$ cat config.mk
export PLATFORM = sky130hd
export DESIGN_NAME = mrr_result_bank
export DESIGN_NICKNAME = d
export VERILOG_FILES = /design/src/core/mrr_pkg.sv /design/src/core/mrr_result_bank.sv /design/src/core/mrr_pulse_gen.sv
export VERILOG_INCLUDE_DIRS = /design/src /design/src/core
export SDC_FILE = /design/constraint.sdc
export NUM_CORES = 2
export LEC_CHECK = 0
export ABC_AREA = 1
export ABC_CLOCK_PERIOD_IN_PS = 5000
export BUFFER_PORTS_ARGS = -buffer_cell sky130_fd_sc_hd__buf_2
export CAP_MARGIN = 0
export CORE_ASPECT_RATIO = 2
export CORE_MARGIN = 1.5
export CORE_UTILIZATION = 34
export CTS_CLUSTER_SIZE = 10
export DETAILED_ROUTE_END_ITERATION = 16
export MAX_ROUTING_LAYER = met4
export PLACE_DENSITY = 0.46
export SYNTH_ARGS = -nofsm -noshare
export SYNTH_HDL_FRONTEND = slang
export SYNTH_HIERARCHICAL = 1
export SYNTH_SLANG_ARGS = --single-unit
$ cat constraint.sdc
create_clock -name clk_sys -period 5 [get_ports clk_sys]
set_input_delay 0.5 -clock clk_sys [delete_from_list [all_inputs] [get_ports clk_sys]]
set_output_delay 0.5 -clock clk_sys [all_outputs]
set_load 0.01 [all_outputs]
$ cat src/core/mrr_regs.svh
/*
  Register offsets, control field positions and timing figures of the metering
  result bank. Assumes a 7-bit register address space on the serial port and a
  10 MHz system clock.
*/
`ifndef MRR_REGS_SVH
`define MRR_REGS_SVH

// Result register offsets (register index on the serial port)
`define MRR_ADDR_CUR_A_RMS 7'h22
`define MRR_ADDR_CUR_B_RMS 7'h23
`define MRR_ADDR_VOLT_RMS 7'h24
`define MRR_ADDR_LINE_FREQ 7'h25
`define MRR_ADDR_PWR_A 7'h26
`define MRR_ADDR_PWR_B 7'h27
`define MRR_ADDR_PWR_Q 7'h28
`define MRR_ADDR_ACT_ACC 7'h29
`define MRR_ADDR_ACT_FRZ 7'h2a
`define MRR_ADDR_CUS_ACC 7'h2b
`define MRR_ADDR_CUS_FRZ 7'h2c
`define MRR_ADDR_LINE_FREQ_WIDE 7'h35

// Field positions in the two metering control words
`define MRR_CTL1_READ_CLEAR_BIT 15
`define MRR_CTL2_FREQ_PERIOD_HI 13
`define MRR_CTL2_FREQ_PERIOD_LO 12
`define MRR_CTL2_UPDATE_RATE_BIT 7
`define MRR_CTL2_SOURCE_HI 5
`define MRR_CTL2_SOURCE_LO 4
`define MRR_CTL2_FREEZE_BIT 3

// Reset values of the result registers
`define MRR_RESULT_RESET 32'h0000_0000
`define MRR_ENERGY_RESET 24'h00_0000

// Timing figures, in nanoseconds, and the clock period
`define MRR_CLK_PERIOD_NS 100
`define MRR_SLOW_PERIOD_NS 294117647
`define MRR_FAST_PERIOD_NS 71520526
`define MRR_FREEZE_PERIOD_NS 572139700
`define MRR_FREQ_PRESCALE 8

`endif

$ cat src/core/mrr_pkg.sv
/*
  Types shared by the metering result bank files.
  Assumes the measurement values come from a datapath on the same clock.
*/
package mrr_pkg;

  // Raw measurement values offered by the datapath
  typedef struct packed {
    logic [23:0] irms_a;
    logic [23:0] irms_b;
    logic [23:0] vrms;
    logic [31:0] pwr_a;
    logic [31:0] pwr_b;
    logic [31:0] var_a;
    logic [31:0] var_b;
  } mrr_meas_s;

  // Line frequency measurement states
  typedef enum logic [0:0] {
    MRR_FRQ_WAIT,
    MRR_FRQ_COUNT
  } mrr_freq_e;

endpackage

$ cat src/core/mrr_result_bank.sv
/*
  Metering result register bank: RMS, power and line frequency results, the
  active and custom energy accumulators and their freeze registers.
  Assumes a serial port engine on clk_sys presents one-cycle read strobes with
  an address, and that the metering control words come from their registers.
*/
// Behaviour
// - RMS results are 24-bit signed raw values
// - RMS and power refresh at slow or fast rate
// - Frequency count is ticks of clock over eight
// - Frequency update follows the period field setting
// - Period field picks 32, 4, 8, 16 line cycles
// - Wide frequency register, same as primary when small
// - Active power results are 32-bit two's complement
// - Power A from channel A, B from B
// - Reactive power from selected channel, A by default
// - Accumulating active energy flags overflow on wrap
// - Read-clear bit makes reads zero energy registers
// - Active energy counts active pulse outputs
// - Accumulating custom energy flags overflow on wrap
// - Custom energy counts custom pulses, source selectable
// - Active freeze register: read-clear or periodic copy
// - Custom freeze register: read-clear or periodic copy
// - Source field picks reactive, sum, custom, B
// - Rate bit zero slow, one fast refresh
// - Twice counter magnitude at nonzero threshold fires pulse
`timescale 1ns/1ps
`default_nettype none
`include "mrr_regs.svh"

module mrr_result_bank #(
  parameter int unsigned SLOW_CYC = `MRR_SLOW_PERIOD_NS / `MRR_CLK_PERIOD_NS,
  parameter int unsigned FAST_CYC = `MRR_FAST_PERIOD_NS / `MRR_CLK_PERIOD_NS,
  parameter int unsigned FREEZE_CYC = `MRR_FREEZE_PERIOD_NS / `MRR_CLK_PERIOD_NS,
  parameter int unsigned FREQ_W = 28
) (
  input wire logic clk_sys,
  input wire logic arst_n,
  input wire logic line_zero_cross,
  input wire mrr_pkg::mrr_meas_s meas,
  input wire logic meas_valid,
  input wire logic [15:0] metering_control_one,
  input wire logic [15:0] metering_control_two,
  input wire logic [31:0] custom_power_value,
  input wire logic [15:0] pulse_threshold_constant,
  input wire logic reactive_chan_b_select,
  input wire logic rd_stb,
  input wire logic [6:0] rd_addr,
  output logic [31:0] rd_data,
  output logic active_pulse_output,
  output logic custom_pulse_output,
  output logic active_energy_overflow_flag,
  output logic custom_energy_overflow_flag
);

  ////////////////////////////////////////////////////////////////////////////
  // Control fields

  wire logic read_clear_mode; // Energy registers clear on read
  wire logic energy_freeze_bit; // Periodic copy into freeze registers
  wire logic update_rate_select; // Fast refresh when high
  wire logic [1:0] custom_energy_source_select;
  wire logic [1:0] frequency_period_select;

  assign read_clear_mode = metering_control_one[`MRR_CTL1_READ_CLEAR_BIT];
  assign energy_freeze_bit = metering_control_two[`MRR_CTL2_FREEZE_BIT];
  assign update_rate_select = metering_control_two[`MRR_CTL2_UPDATE_RATE_BIT];
  assign custom_energy_source_select =
    metering_control_two[`MRR_CTL2_SOURCE_HI:`MRR_CTL2_SOURCE_LO];
  assign frequency_period_select =
    metering_control_two[`MRR_CTL2_FREQ_PERIOD_HI:`MRR_CTL2_FREQ_PERIOD_LO];

  ////////////////////////////////////////////////////////////////////////////
  // Refresh timer for RMS and power results

  logic [21:0] rate_cnt_reg; // Cycles since last refresh
  logic [21:0] rate_cnt_next;
  wire logic [21:0] rate_limit;
  wire logic refresh_tick;

  assign rate_limit = update_rate_select ? 22'(FAST_CYC - 1) : 22'(SLOW_CYC - 1);
  // Compare with >= so a switch to the fast rate never strands the counter
  assign refresh_tick = (rate_cnt_reg >= rate_limit);
  assign rate_cnt_next = refresh_tick ? 22'h00_0000 : rate_cnt_reg + 22'h00_0001;

  // Refresh counter
  always_ff @(posedge clk_sys or negedge arst_n) begin
    if (!arst_n) begin
      rate_cnt_reg <= 22'h00_0000;
    end else begin
      rate_cnt_reg <= rate_cnt_next;
    end
  end

  ////////////////////////////////////////////////////////////////////////////
  // RMS and power results, all loaded on the same edge

  logic [23:0] irms_a_reg; // Raw signed RMS; read zero-extended, so a set top bit reaches the host unchanged
  logic [23:0] irms_b_reg;
  logic [23:0] vrms_reg;
  logic [31:0] pwr_a_reg;
  logic [31:0] pwr_b_reg;
  logic [31:0] pwr_q_reg;
  wire logic [31:0] var_sel; // Reactive power of chosen channel

  assign var_sel = reactive_chan_b_select ? meas.var_b : meas.var_a;

  // One edge loads every word so a read never mixes two refreshes
  always_ff @(posedge clk_sys or negedge arst_n) begin
    if (!arst_n) begin
      irms_a_reg <= 24'(`MRR_RESULT_RESET);
      irms_b_reg <= 24'(`MRR_RESULT_RESET);
      vrms_reg <= 24'(`MRR_RESULT_RESET);
      pwr_a_reg <= `MRR_RESULT_RESET;
      pwr_b_reg <= `MRR_RESULT_RESET;
      pwr_q_reg <= `MRR_RESULT_RESET;
    end else if (refresh_tick) begin
      irms_a_reg <= meas.irms_a;
      irms_b_reg <= meas.irms_b;
      vrms_reg <= meas.vrms;
      pwr_a_reg <= meas.pwr_a;
      pwr_b_reg <= meas.pwr_b;
      pwr_q_reg <= var_sel;
    end
  end

  ////////////////////////////////////////////////////////////////////////////
  // Line frequency measurement

  logic zc_s1_reg; // Synchroniser first stage
  logic zc_s2_reg; // Synchroniser second stage
  logic zc_prev_reg; // Edge detector history
  logic [2:0] presc_reg; // Divide-by-eight prescaler
  mrr_pkg::mrr_freq_e fstate_reg;
  mrr_pkg::mrr_freq_e fstate_next;
  logic [FREQ_W-1:0] fcnt_reg; // Prescaled ticks over the window
  logic [FREQ_W-1:0] fcnt_next;
  logic [5:0] fedge_reg; // Line cycles seen in window
  logic [5:0] fedge_next;
  logic [23:0] freq_wide_reg;
  logic [23:0] freq_wide_next;
  wire logic zc_rise;
  wire logic presc_tick;
  wire logic [5:0] win_cycles;
  wire logic [2:0] win_shift;
  wire logic win_done;
  wire logic [FREQ_W-1:0] fcnt_avg;
  wire logic [15:0] freq_narrow;

  assign zc_rise = zc_s2_reg & ~zc_prev_reg;
  assign presc_tick = (presc_reg == 3'(`MRR_FREQ_PRESCALE - 1));
  // Window lengths are powers of two so the average is a plain shift
  assign win_cycles = (frequency_period_select == 2'h0) ? 6'h20 :
                      (frequency_period_select == 2'h1) ? 6'h04 :
                      (frequency_period_select == 2'h2) ? 6'h08 : 6'h10;
  assign win_shift = (frequency_period_select == 2'h0) ? 3'h5 :
                     (frequency_period_select == 2'h1) ? 3'h2 :
                     (frequency_period_select == 2'h2) ? 3'h3 : 3'h4;
  assign win_done = zc_rise && (fedge_reg + 6'h01 >= win_cycles);
  assign fcnt_avg = fcnt_reg >> win_shift;
  // The narrow register saturates below about 19 Hz; the wide one holds far lower frequencies
  assign freq_narrow = (freq_wide_reg > 24'h00_ffff) ? 16'hffff : freq_wide_reg[15:0];

  // Measurement sequencer: wait for a first crossing, then time the window
  always_comb begin
    fstate_next = fstate_reg;
    fcnt_next = fcnt_reg;
    fedge_next = fedge_reg;
    freq_wide_next = freq_wide_reg;
    case (fstate_reg)
      mrr_pkg::MRR_FRQ_WAIT: begin
        if (zc_rise) begin
          fstate_next = mrr_pkg::MRR_FRQ_COUNT;
          // Keep this cycle's tick so a window spans exactly N line periods
          fcnt_next = FREQ_W'(presc_tick);
          fedge_next = 6'h00;
        end
      end
      mrr_pkg::MRR_FRQ_COUNT: begin
        if (presc_tick && !(&fcnt_reg)) begin
          fcnt_next = fcnt_reg + FREQ_W'(1);
        end
        if (win_done) begin
          // Saturate the average into the 24-bit result
          freq_wide_next = (fcnt_avg > FREQ_W'(24'hff_ffff)) ? 24'hff_ffff :
                           fcnt_avg[23:0];
          fcnt_next = FREQ_W'(presc_tick);
          fedge_next = 6'h00;
        end else if (zc_rise) begin
          fedge_next = fedge_reg + 6'h01;
        end
      end
      default: begin
        fstate_next = mrr_pkg::MRR_FRQ_WAIT;
      end
    endcase
  end

  // Frequency flip-flops; the pin passes two stages before any logic
  always_ff @(posedge clk_sys or negedge arst_n) begin
    if (!arst_n) begin
      zc_s1_reg <= 1'b0;
      zc_s2_reg <= 1'b0;
      zc_prev_reg <= 1'b0;
      presc_reg <= 3'h0;
      fstate_reg <= mrr_pkg::MRR_FRQ_WAIT;
      fcnt_reg <= '0;
      fedge_reg <= 6'h00;
      freq_wide_reg <= 24'h00_0000;
    end else begin
      zc_s1_reg <= line_zero_cross;
      zc_s2_reg <= zc_s1_reg;
      zc_prev_reg <= zc_s2_reg;
      presc_reg <= presc_reg + 3'h1;
      fstate_reg <= fstate_next;
      fcnt_reg <= fcnt_next;
      fedge_reg <= fedge_next;
      freq_wide_reg <= freq_wide_next;
    end
  end

  ////////////////////////////////////////////////////////////////////////////
  // Energy pulse generation

  wire logic [31:0] custom_power_sel;
  wire logic [1:0] pulse_evt; // Index 0 active, 1 custom

  assign custom_power_sel = (custom_energy_source_select == 2'h0) ? var_sel :
                            (custom_energy_source_select == 2'h1) ?
                              32'(meas.pwr_a + meas.pwr_b) :
                            (custom_energy_source_select == 2'h2) ? custom_power_value :
                            meas.pwr_b;

  mrr_pulse_gen u_active_pulse (
    .clk_sys(clk_sys),
    .arst_n(arst_n),
    .sample_valid(meas_valid),
    .power(meas.pwr_a),
    .threshold(pulse_threshold_constant),
    .pulse(pulse_evt[0])
  );

  mrr_pulse_gen u_custom_pulse (
    .clk_sys(clk_sys),
    .arst_n(arst_n),
    .sample_valid(meas_valid),
    .power(custom_power_sel),
    .threshold(pulse_threshold_constant),
    .pulse(pulse_evt[1])
  );

  assign active_pulse_output = pulse_evt[0];
  assign custom_pulse_output = pulse_evt[1];

  ////////////////////////////////////////////////////////////////////////////
  // Freeze timer

  logic [22:0] frz_cnt_reg; // Cycles since last freeze
  wire logic freeze_tick;

  assign freeze_tick = (frz_cnt_reg == 23'(FREEZE_CYC - 1));

  // Free-running freeze period counter
  always_ff @(posedge clk_sys or negedge arst_n) begin
    if (!arst_n) begin
      frz_cnt_reg <= 23'h00_0000;
    end else begin
      frz_cnt_reg <= freeze_tick ? 23'h00_0000 : frz_cnt_reg + 23'h00_0001;
    end
  end

  ////////////////////////////////////////////////////////////////////////////
  // Energy accumulators and freeze registers

  logic [23:0] acc_reg [2]; // Accumulators, 0 active, 1 custom
  logic [23:0] frz_reg [2]; // Freeze registers
  wire logic [1:0] ovf_evt;

  for (genvar i = 0; i < 2; i++) begin : g_energy
    wire logic [6:0] acc_addr;
    wire logic [6:0] frz_addr;
    wire logic rd_acc;
    wire logic rd_frz;
    wire logic acc_clr;
    wire logic [23:0] acc_next;
    wire logic [23:0] frz_next;

    assign acc_addr = (i == 0) ? `MRR_ADDR_ACT_ACC : `MRR_ADDR_CUS_ACC;
    assign frz_addr = (i == 0) ? `MRR_ADDR_ACT_FRZ : `MRR_ADDR_CUS_FRZ;
    assign rd_acc = rd_stb && (rd_addr == acc_addr);
    assign rd_frz = rd_stb && (rd_addr == frz_addr);
    // Clear first, then count, so a pulse in the clearing cycle survives
    assign acc_clr = (read_clear_mode && rd_acc) || (energy_freeze_bit && freeze_tick);
    assign acc_next = (acc_clr ? `MRR_ENERGY_RESET : acc_reg[i]) + {23'h00_0000, pulse_evt[i]};
    assign ovf_evt[i] = pulse_evt[i] && !read_clear_mode && !acc_clr && (&acc_reg[i]);
    // Frozen copy takes the count before this cycle's pulse, which stays in acc
    assign frz_next = energy_freeze_bit ? (freeze_tick ? acc_reg[i] : frz_reg[i]) :
                      ((rd_frz ? `MRR_ENERGY_RESET : frz_reg[i]) +
                       {23'h00_0000, pulse_evt[i]});

    // Energy flip-flops
    always_ff @(posedge clk_sys or negedge arst_n) begin
      if (!arst_n) begin
        acc_reg[i] <= `MRR_ENERGY_RESET;
        frz_reg[i] <= `MRR_ENERGY_RESET;
      end else begin
        acc_reg[i] <= acc_next;
        frz_reg[i] <= frz_next;
      end
    end

    acc_wrap_a:
      assert property (@(posedge clk_sys) disable iff (!arst_n)
        (pulse_evt[i] && !acc_clr && acc_reg[i] == 24'hff_ffff)
          |=> (acc_reg[i] == 24'h00_0000))
      else $error("Energy accumulator did not wrap to zero");

    acc_rdclr_a:
      assert property (@(posedge clk_sys) disable iff (!arst_n)
        (read_clear_mode && rd_acc && !pulse_evt[i]) |=> (acc_reg[i] == 24'h00_0000))
      else $error("Energy accumulator not cleared by read");

    frz_copy_a:
      assert property (@(posedge clk_sys) disable iff (!arst_n)
        (energy_freeze_bit && freeze_tick)
          |=> (frz_reg[i] == $past(acc_reg[i])) && (acc_reg[i] == {23'h0, $past(pulse_evt[i])}))
      else $error("Freeze copy or source clear missing");
  end

  // Overflow events are one-cycle pulses to the flag register
  logic [1:0] ovf_reg;

  always_ff @(posedge clk_sys or negedge arst_n) begin
    if (!arst_n) begin
      ovf_reg <= 2'h0;
    end else begin
      ovf_reg <= ovf_evt;
    end
  end

  assign active_energy_overflow_flag = ovf_reg[0];
  assign custom_energy_overflow_flag = ovf_reg[1];

  ////////////////////////////////////////////////////////////////////////////
  // Read data selection

  wire logic [31:0] rd_mux;

  assign rd_mux =
    (rd_addr == `MRR_ADDR_CUR_A_RMS) ? {8'h00, irms_a_reg} :
    (rd_addr == `MRR_ADDR_CUR_B_RMS) ? {8'h00, irms_b_reg} :
    (rd_addr == `MRR_ADDR_VOLT_RMS) ? {8'h00, vrms_reg} :
    (rd_addr == `MRR_ADDR_LINE_FREQ) ? {16'h0000, freq_narrow} :
    (rd_addr == `MRR_ADDR_PWR_A) ? pwr_a_reg :
    (rd_addr == `MRR_ADDR_PWR_B) ? pwr_b_reg :
    (rd_addr == `MRR_ADDR_PWR_Q) ? pwr_q_reg :
    (rd_addr == `MRR_ADDR_ACT_ACC) ? {8'h00, acc_reg[0]} :
    (rd_addr == `MRR_ADDR_ACT_FRZ) ? {8'h00, frz_reg[0]} :
    (rd_addr == `MRR_ADDR_CUS_ACC) ? {8'h00, acc_reg[1]} :
    (rd_addr == `MRR_ADDR_CUS_FRZ) ? {8'h00, frz_reg[1]} :
    (rd_addr == `MRR_ADDR_LINE_FREQ_WIDE) ? {8'h00, freq_wide_reg} :
    32'h0000_0000;

  // Read data captures the value before any read-clear takes effect
  always_ff @(posedge clk_sys or negedge arst_n) begin
    if (!arst_n) begin
      rd_data <= 32'h0000_0000;
    end else if (rd_stb) begin
      rd_data <= rd_mux;
    end
  end

  ////////////////////////////////////////////////////////////////////////////
  // Checks

  result_load_a:
    assert property (@(posedge clk_sys) disable iff (!arst_n)
      refresh_tick |=> (pwr_a_reg == $past(meas.pwr_a)) && (irms_b_reg == $past(meas.irms_b)))
    else $error("Results not loaded together at refresh");

  result_hold_a:
    assert property (@(posedge clk_sys) disable iff (!arst_n)
      !refresh_tick |=> $stable(pwr_q_reg) && $stable(vrms_reg))
    else $error("Result changed between refreshes");

  rate_bound_a:
    assert property (@(posedge clk_sys) disable iff (!arst_n)
      (update_rate_select && $stable(update_rate_select)) |-> (rate_cnt_reg < 22'(FAST_CYC)))
    else $error("Fast refresh period exceeded");

  freq_sat_a:
    assert property (@(posedge clk_sys) disable iff (!arst_n)
      (freq_wide_reg <= 24'h00_ffff) |-> (freq_narrow == freq_wide_reg[15:0]))
    else $error("Narrow frequency differs from wide value");

  freq_win_a:
    assert property (@(posedge clk_sys) disable iff (!arst_n)
      (fstate_reg == mrr_pkg::MRR_FRQ_COUNT && zc_rise && frequency_period_select == 2'h1
       && fedge_reg == 6'h03) |=> (fedge_reg == 6'h00))
    else $error("Four-cycle frequency window not closed");

  react_sel_a:
    assert property (@(posedge clk_sys) disable iff (!arst_n)
      (refresh_tick && !reactive_chan_b_select) |=> (pwr_q_reg == $past(meas.var_a)))
    else $error("Reactive result not from channel A");

  ovf_flag_a:
    assert property (@(posedge clk_sys) disable iff (!arst_n)
      ovf_evt[1] |=> custom_energy_overflow_flag ##1 !custom_energy_overflow_flag
        || ovf_evt[1])
    else $error("Custom overflow event not flagged");

  pulse_count_a:
    assert property (@(posedge clk_sys) disable iff (!arst_n)
      (pulse_evt[0] && !g_energy[0].acc_clr) |=> (acc_reg[0] == $past(acc_reg[0]) + 24'h00_0001))
    else $error("Active pulse not counted");

endmodule
`default_nettype wire

$ cat src/core/mrr_pulse_gen.sv
/*
  Fast pulse counter: integrates a signed power value per sample and fires one
  energy pulse whenever twice the counter magnitude reaches a nonzero threshold.
  Assumes power samples and threshold are on clk_sys.
*/
`timescale 1ns/1ps
`default_nettype none

module mrr_pulse_gen #(
  parameter int unsigned CW = 40
) (
  input wire logic clk_sys,
  input wire logic arst_n,
  input wire logic sample_valid,
  input wire logic [31:0] power,
  input wire logic [15:0] threshold,
  output logic pulse
);

  logic signed [CW-1:0] cnt_reg; // Fast counter, signed
  logic signed [CW-1:0] cnt_next;
  logic pulse_reg;
  wire logic cnt_neg; // Counter below zero
  wire logic [CW-1:0] cnt_mag; // Absolute value
  wire logic [CW-1:0] twice_mag;
  wire logic [CW-1:0] thr_ext;
  wire logic [CW-1:0] step; // Half threshold, rounded up
  wire logic [CW-1:0] power_ext; // Sign-extended sample
  wire logic fire;

  assign cnt_neg = cnt_reg[CW-1];
  assign cnt_mag = cnt_neg ? CW'(-cnt_reg) : cnt_reg;
  assign twice_mag = {cnt_mag[CW-2:0], 1'b0};
  assign thr_ext = {{(CW-16){1'b0}}, threshold};
  assign step = CW'((thr_ext + CW'(1)) >> 1);
  assign power_ext = {{(CW-32){power[31]}}, power};
  // A zero threshold would fire every cycle, so it stops the output instead
  assign fire = (threshold != 16'h0000) && (twice_mag >= thr_ext);

  // Integrate the sample and take out the energy of a fired pulse
  always_comb begin
    cnt_next = cnt_reg;
    if (sample_valid) begin
      cnt_next = cnt_next + power_ext;
    end
    if (fire) begin
      cnt_next = cnt_neg ? cnt_next + step : cnt_next - step;
    end
  end

  // Counter and pulse flip-flops
  always_ff @(posedge clk_sys or negedge arst_n) begin
    if (!arst_n) begin
      cnt_reg <= '0;
      pulse_reg <= 1'b0;
    end else begin
      cnt_reg <= cnt_next;
      pulse_reg <= fire;
    end
  end

  assign pulse = pulse_reg;

  pulse_fire_a:
    assert property (@(posedge clk_sys) disable iff (!arst_n)
      (threshold != 16'h0000 && twice_mag >= thr_ext) |=> pulse)
    else $error("Pulse missing after threshold reached");

endmodule
`default_nettype wire

==> impl_metrics.json <==
{
  "r2r_cells": 23,
  "tritoncts": "built",
  "ant_nets": 0,
  "finClkSkew_ns": 0.05261,
  "yosys_most_used_dff": "dfrtp_1",
  "regToRegStartpoint": "u_active_pulse/cnt_reg[4]",
  "cp_max_fo": 5,
  "whs_path_depth": 3,
  "required_ns": 5.60,
  "crit_type": "input pin to register",
  "track_usage": 0.3743,
  "hold_ws_ns": 0.006268,
  "fp.dieH_um": 524.6,
  "vias": 55621,
  "syn_inst": 7493,
  "use_met2": 0.6806,
  "worst_setup_path_start_kind": "input pin",
  "overflow": 0,
  "syn_area_per_cell_um2": 6.174,
  "rsz0062_at_grt": "true",
  "setup_viol": 0,
  "use_met3": 0.04891,
  "vdd_drop_max_mv": 0.5691,
  "fill_cells": 14604,
  "netlist_area_um2": 46260,
  "cp_slowest_stage_delay_ns": 0.32,
  "clkSlewWorstSetupHoldPaths_ns": 0.07,
  "initial_utilization": 0.3420,
  "layout_common_cells": "nand2_1 (2,152), buf_4 (1,036), inv_1 (913)",
  "cts.sinks": 490,
  "dieArea_um2": 138400,
  "htree_levels": 2,
  "place_congestion": 1.096,
  "drt-total-wl_um": 258900,
  "reg2reg_setup_slack_ns": 0.16,
  "yosys_warnings": 6,
  "synth_edf_count": 0,
  "wl_per_cell_um": 24.63,
  "clkLatencyLatePin_ns": 0.71,
  "grt_pass1_vias": 56654,
  "fin_ws_ns": 0.08277,
  "hp-class": "input pin to register",
  "critPathArrivalTime_ns": 5.52,
  "ys_seq_elements": 490,
  "ioPinCount": 329,
  "slew_violations": 0,
  "period_needed_ns": 4.917,
  "fin_crit_sh": 0.9834,
  "ys_seq_area_frac": 0.2651,
  "drc": 0,
  "finalHoldViolCount": 0,
  "antenna_found_initial": 36,
  "end_kind": "register",
  "grt_max_degree": 109,
  "drt-initial-drc-count": 3529,
  "root_buffer": "clkbuf_16",
  "critPathTopFamily": "simple AND/OR/NAND/NOR gates",
  "outcome": "finished clean",
  "cts-buffers-inserted": 57,
  "layout_commonest_cell": "nand2_1",
  "coreArea_um2": 135300,
  "finalSetupTns_ns": 0,
  "final_nets": 9290,
  "rows": 191,
  "grt_pass1_wl_um": 366800,
  "io_buffers": 303,
  "hold_start": "meas[188]",
  "cap_viol_max_count": 0,
  "layout-drive-gt1-share": 0.2447,
  "powerDensity_nw_per_um2": 658.3,
  "max_freq_mhz": 203.4,
  "syn2layout_area_growth_pct": 35.96,
  "gr-usage-met1": 0.3401,
  "p_leak_nw": 30.52,
  "grt-busiest-layer": "met2",
  "r2r_end": "u_active_pulse/cnt_reg[38]",
  "holdPathEnd": "irms_a_reg[12]",
  "firstDrtPassIters": 7,
  "worst_pin_slew_ns": 1.378,
  "die_w_um": 263.8,
  "finalPower_mw": 41.40,
  "slew_headroom": 0.07153,
  "crit_buf_inv": 7,
  "viasPerCell": 5.290,
  "synth_nets": 8051,
  "critPathSlowestCell": "ha_4",
  "hpwl_um": 217600,
  "final_core_util": 0.4650,
  "async_flop_share": 1.000,
  "synth.distinct_cells": 57,
  "ctsLongestPathBuffers": 3,
  "place_ws_ns": -2.453
}
-- worst max-delay path by stage --
stage | from | cells after the start | endpoint | slack (ns)
finish | meas[99] | 35 | u_custom_pulse/cnt_reg[29] | 0.08
global route | meas[96] | 35 | u_custom_pulse/cnt_reg[33] | -0.1
CTS | meas[64] | 43 | u_custom_pulse/cnt_reg[39] | -0.04
detailed placement | meas[72] | 31 | u_custom_pulse/cnt_reg[31] | -2.45
global placement | meas[72] | 35 | u_custom_pulse/cnt_reg[39] | -2.60
floorplan | meas[76] | 31 | u_custom_pulse/cnt_reg[34] | 0.03
-- cells by family after synthesis --
family / Yosys count / synth area share
AOI/OAI and AO/OA: 1212 / 0.1435
xor gates and xnor gates: 244 / 0.04620
adders and majority gates: 265 / 0.07249
buffers and inverters: 1177 / 0.09940
DFF: 490 / 0.2651
and+or+nand+nor: 4105 / 0.3733
-- layer usage --
metal	wire (um)	share of wire
met2	132800	0.51
met5	0	0
met1	86180	0.33
met4	28610	0.11
met3	11360	0.044
-- where the power goes --
group	switching, mW	total (mW)	internal (mW)
clock network	1.88	3.98	2.10
logic	17.7	30.7	13.0
registers	1.38	6.73	5.35
-- Yosys cell counts, drive strengths merged, types with 6 or more instances --
cell type  number  area (um^2)
o21a           24        180.2
a31oi          61        381.6
xor2          170         1489
nand4         167         1045
nor4           45        287.8
o31ai           6        45.04
a21oi         334         1675
a221oi         17        148.9
o21ai         628         3151
o22ai          33        206.5
nor2          885         3462
xnor2          74        648.1
inv           967         3632
and3           11        68.82
dfrtp         490        12260
ha            260         3253
buf            91        519.3
nor3          120        633.1
a21o           17        127.6
nand2        2282         8613
o211ai         26        200.2
o221ai         10        87.58
nand3b         28        210.2
clkbuf        114        427.9
or2            20        125.1
nor3b           7        52.55
nand3         536         2748
o21bai         37        277.8
-- area by class of cell --
| type | count | area, um^2 | area share |
|---|---|---|---|
| repair buffers | 1385 | 10070 | 0.1601 |
| diodes | 31 | 77.57 | 0.001233 |
| clock inverters | 9 | 115.1 | 0.001830 |
| inverters | 972 | 3659 | 0.05817 |
| flip-flops and latches | 490 | 12260 | 0.1950 |
| multi-input cells | 5826 | 33070 | 0.5259 |
| clock buffers | 64 | 1463 | 0.02326 |
| well taps | 1737 | 2173 | 0.03456 |
-- worst reg2reg max path, cell delays in order (launching register included) --
cell and delay [ns]:
dfrtp_1 0.47, ha_1 0.38, a21oi_1 0.22, buf_4 0.15
nor2_1 0.03, nor2_1 0.14, nand2_1 0.17, nand2_1 0.15
nand3_1 0.26, nand3_1 0.15, nand2_1 0.07, nor2_1 0.08
nand3b_1 0.12, o21ai_0 0.16, ha_1 0.41, a21oi_1 0.20
o21ai_0 0.17, a21oi_1 0.16, o21ai_0 0.14, nor2_1 0.37
nand3_1 0.37, xor2_1 0.25, nand3_1 0.08, nand2_1 0.05
-- repair_timing --
item / in CTS / in global routing
hold buffers: 12 / 0
setup endpoints to repair: 31 / 40
gates resized for setup: 427 / 448
hold endpoints to repair: 87 / 0
pin swaps: 82 / 200
cloned: 0 / 0
buffers inserted: 21 / 37
-- per-stage QoR --
step / std cells / area (um^2)
6_report: 10514 / 62890
3_5_place_dp: 10345 / 56910
2_1_floorplan: 7493 / 46260
3_3_place_gp: 10345 / 56910
5_1_grt: 10511 / 62890
4_1_cts: 10450 / 60580
Power figures use the tool's default switching activity.
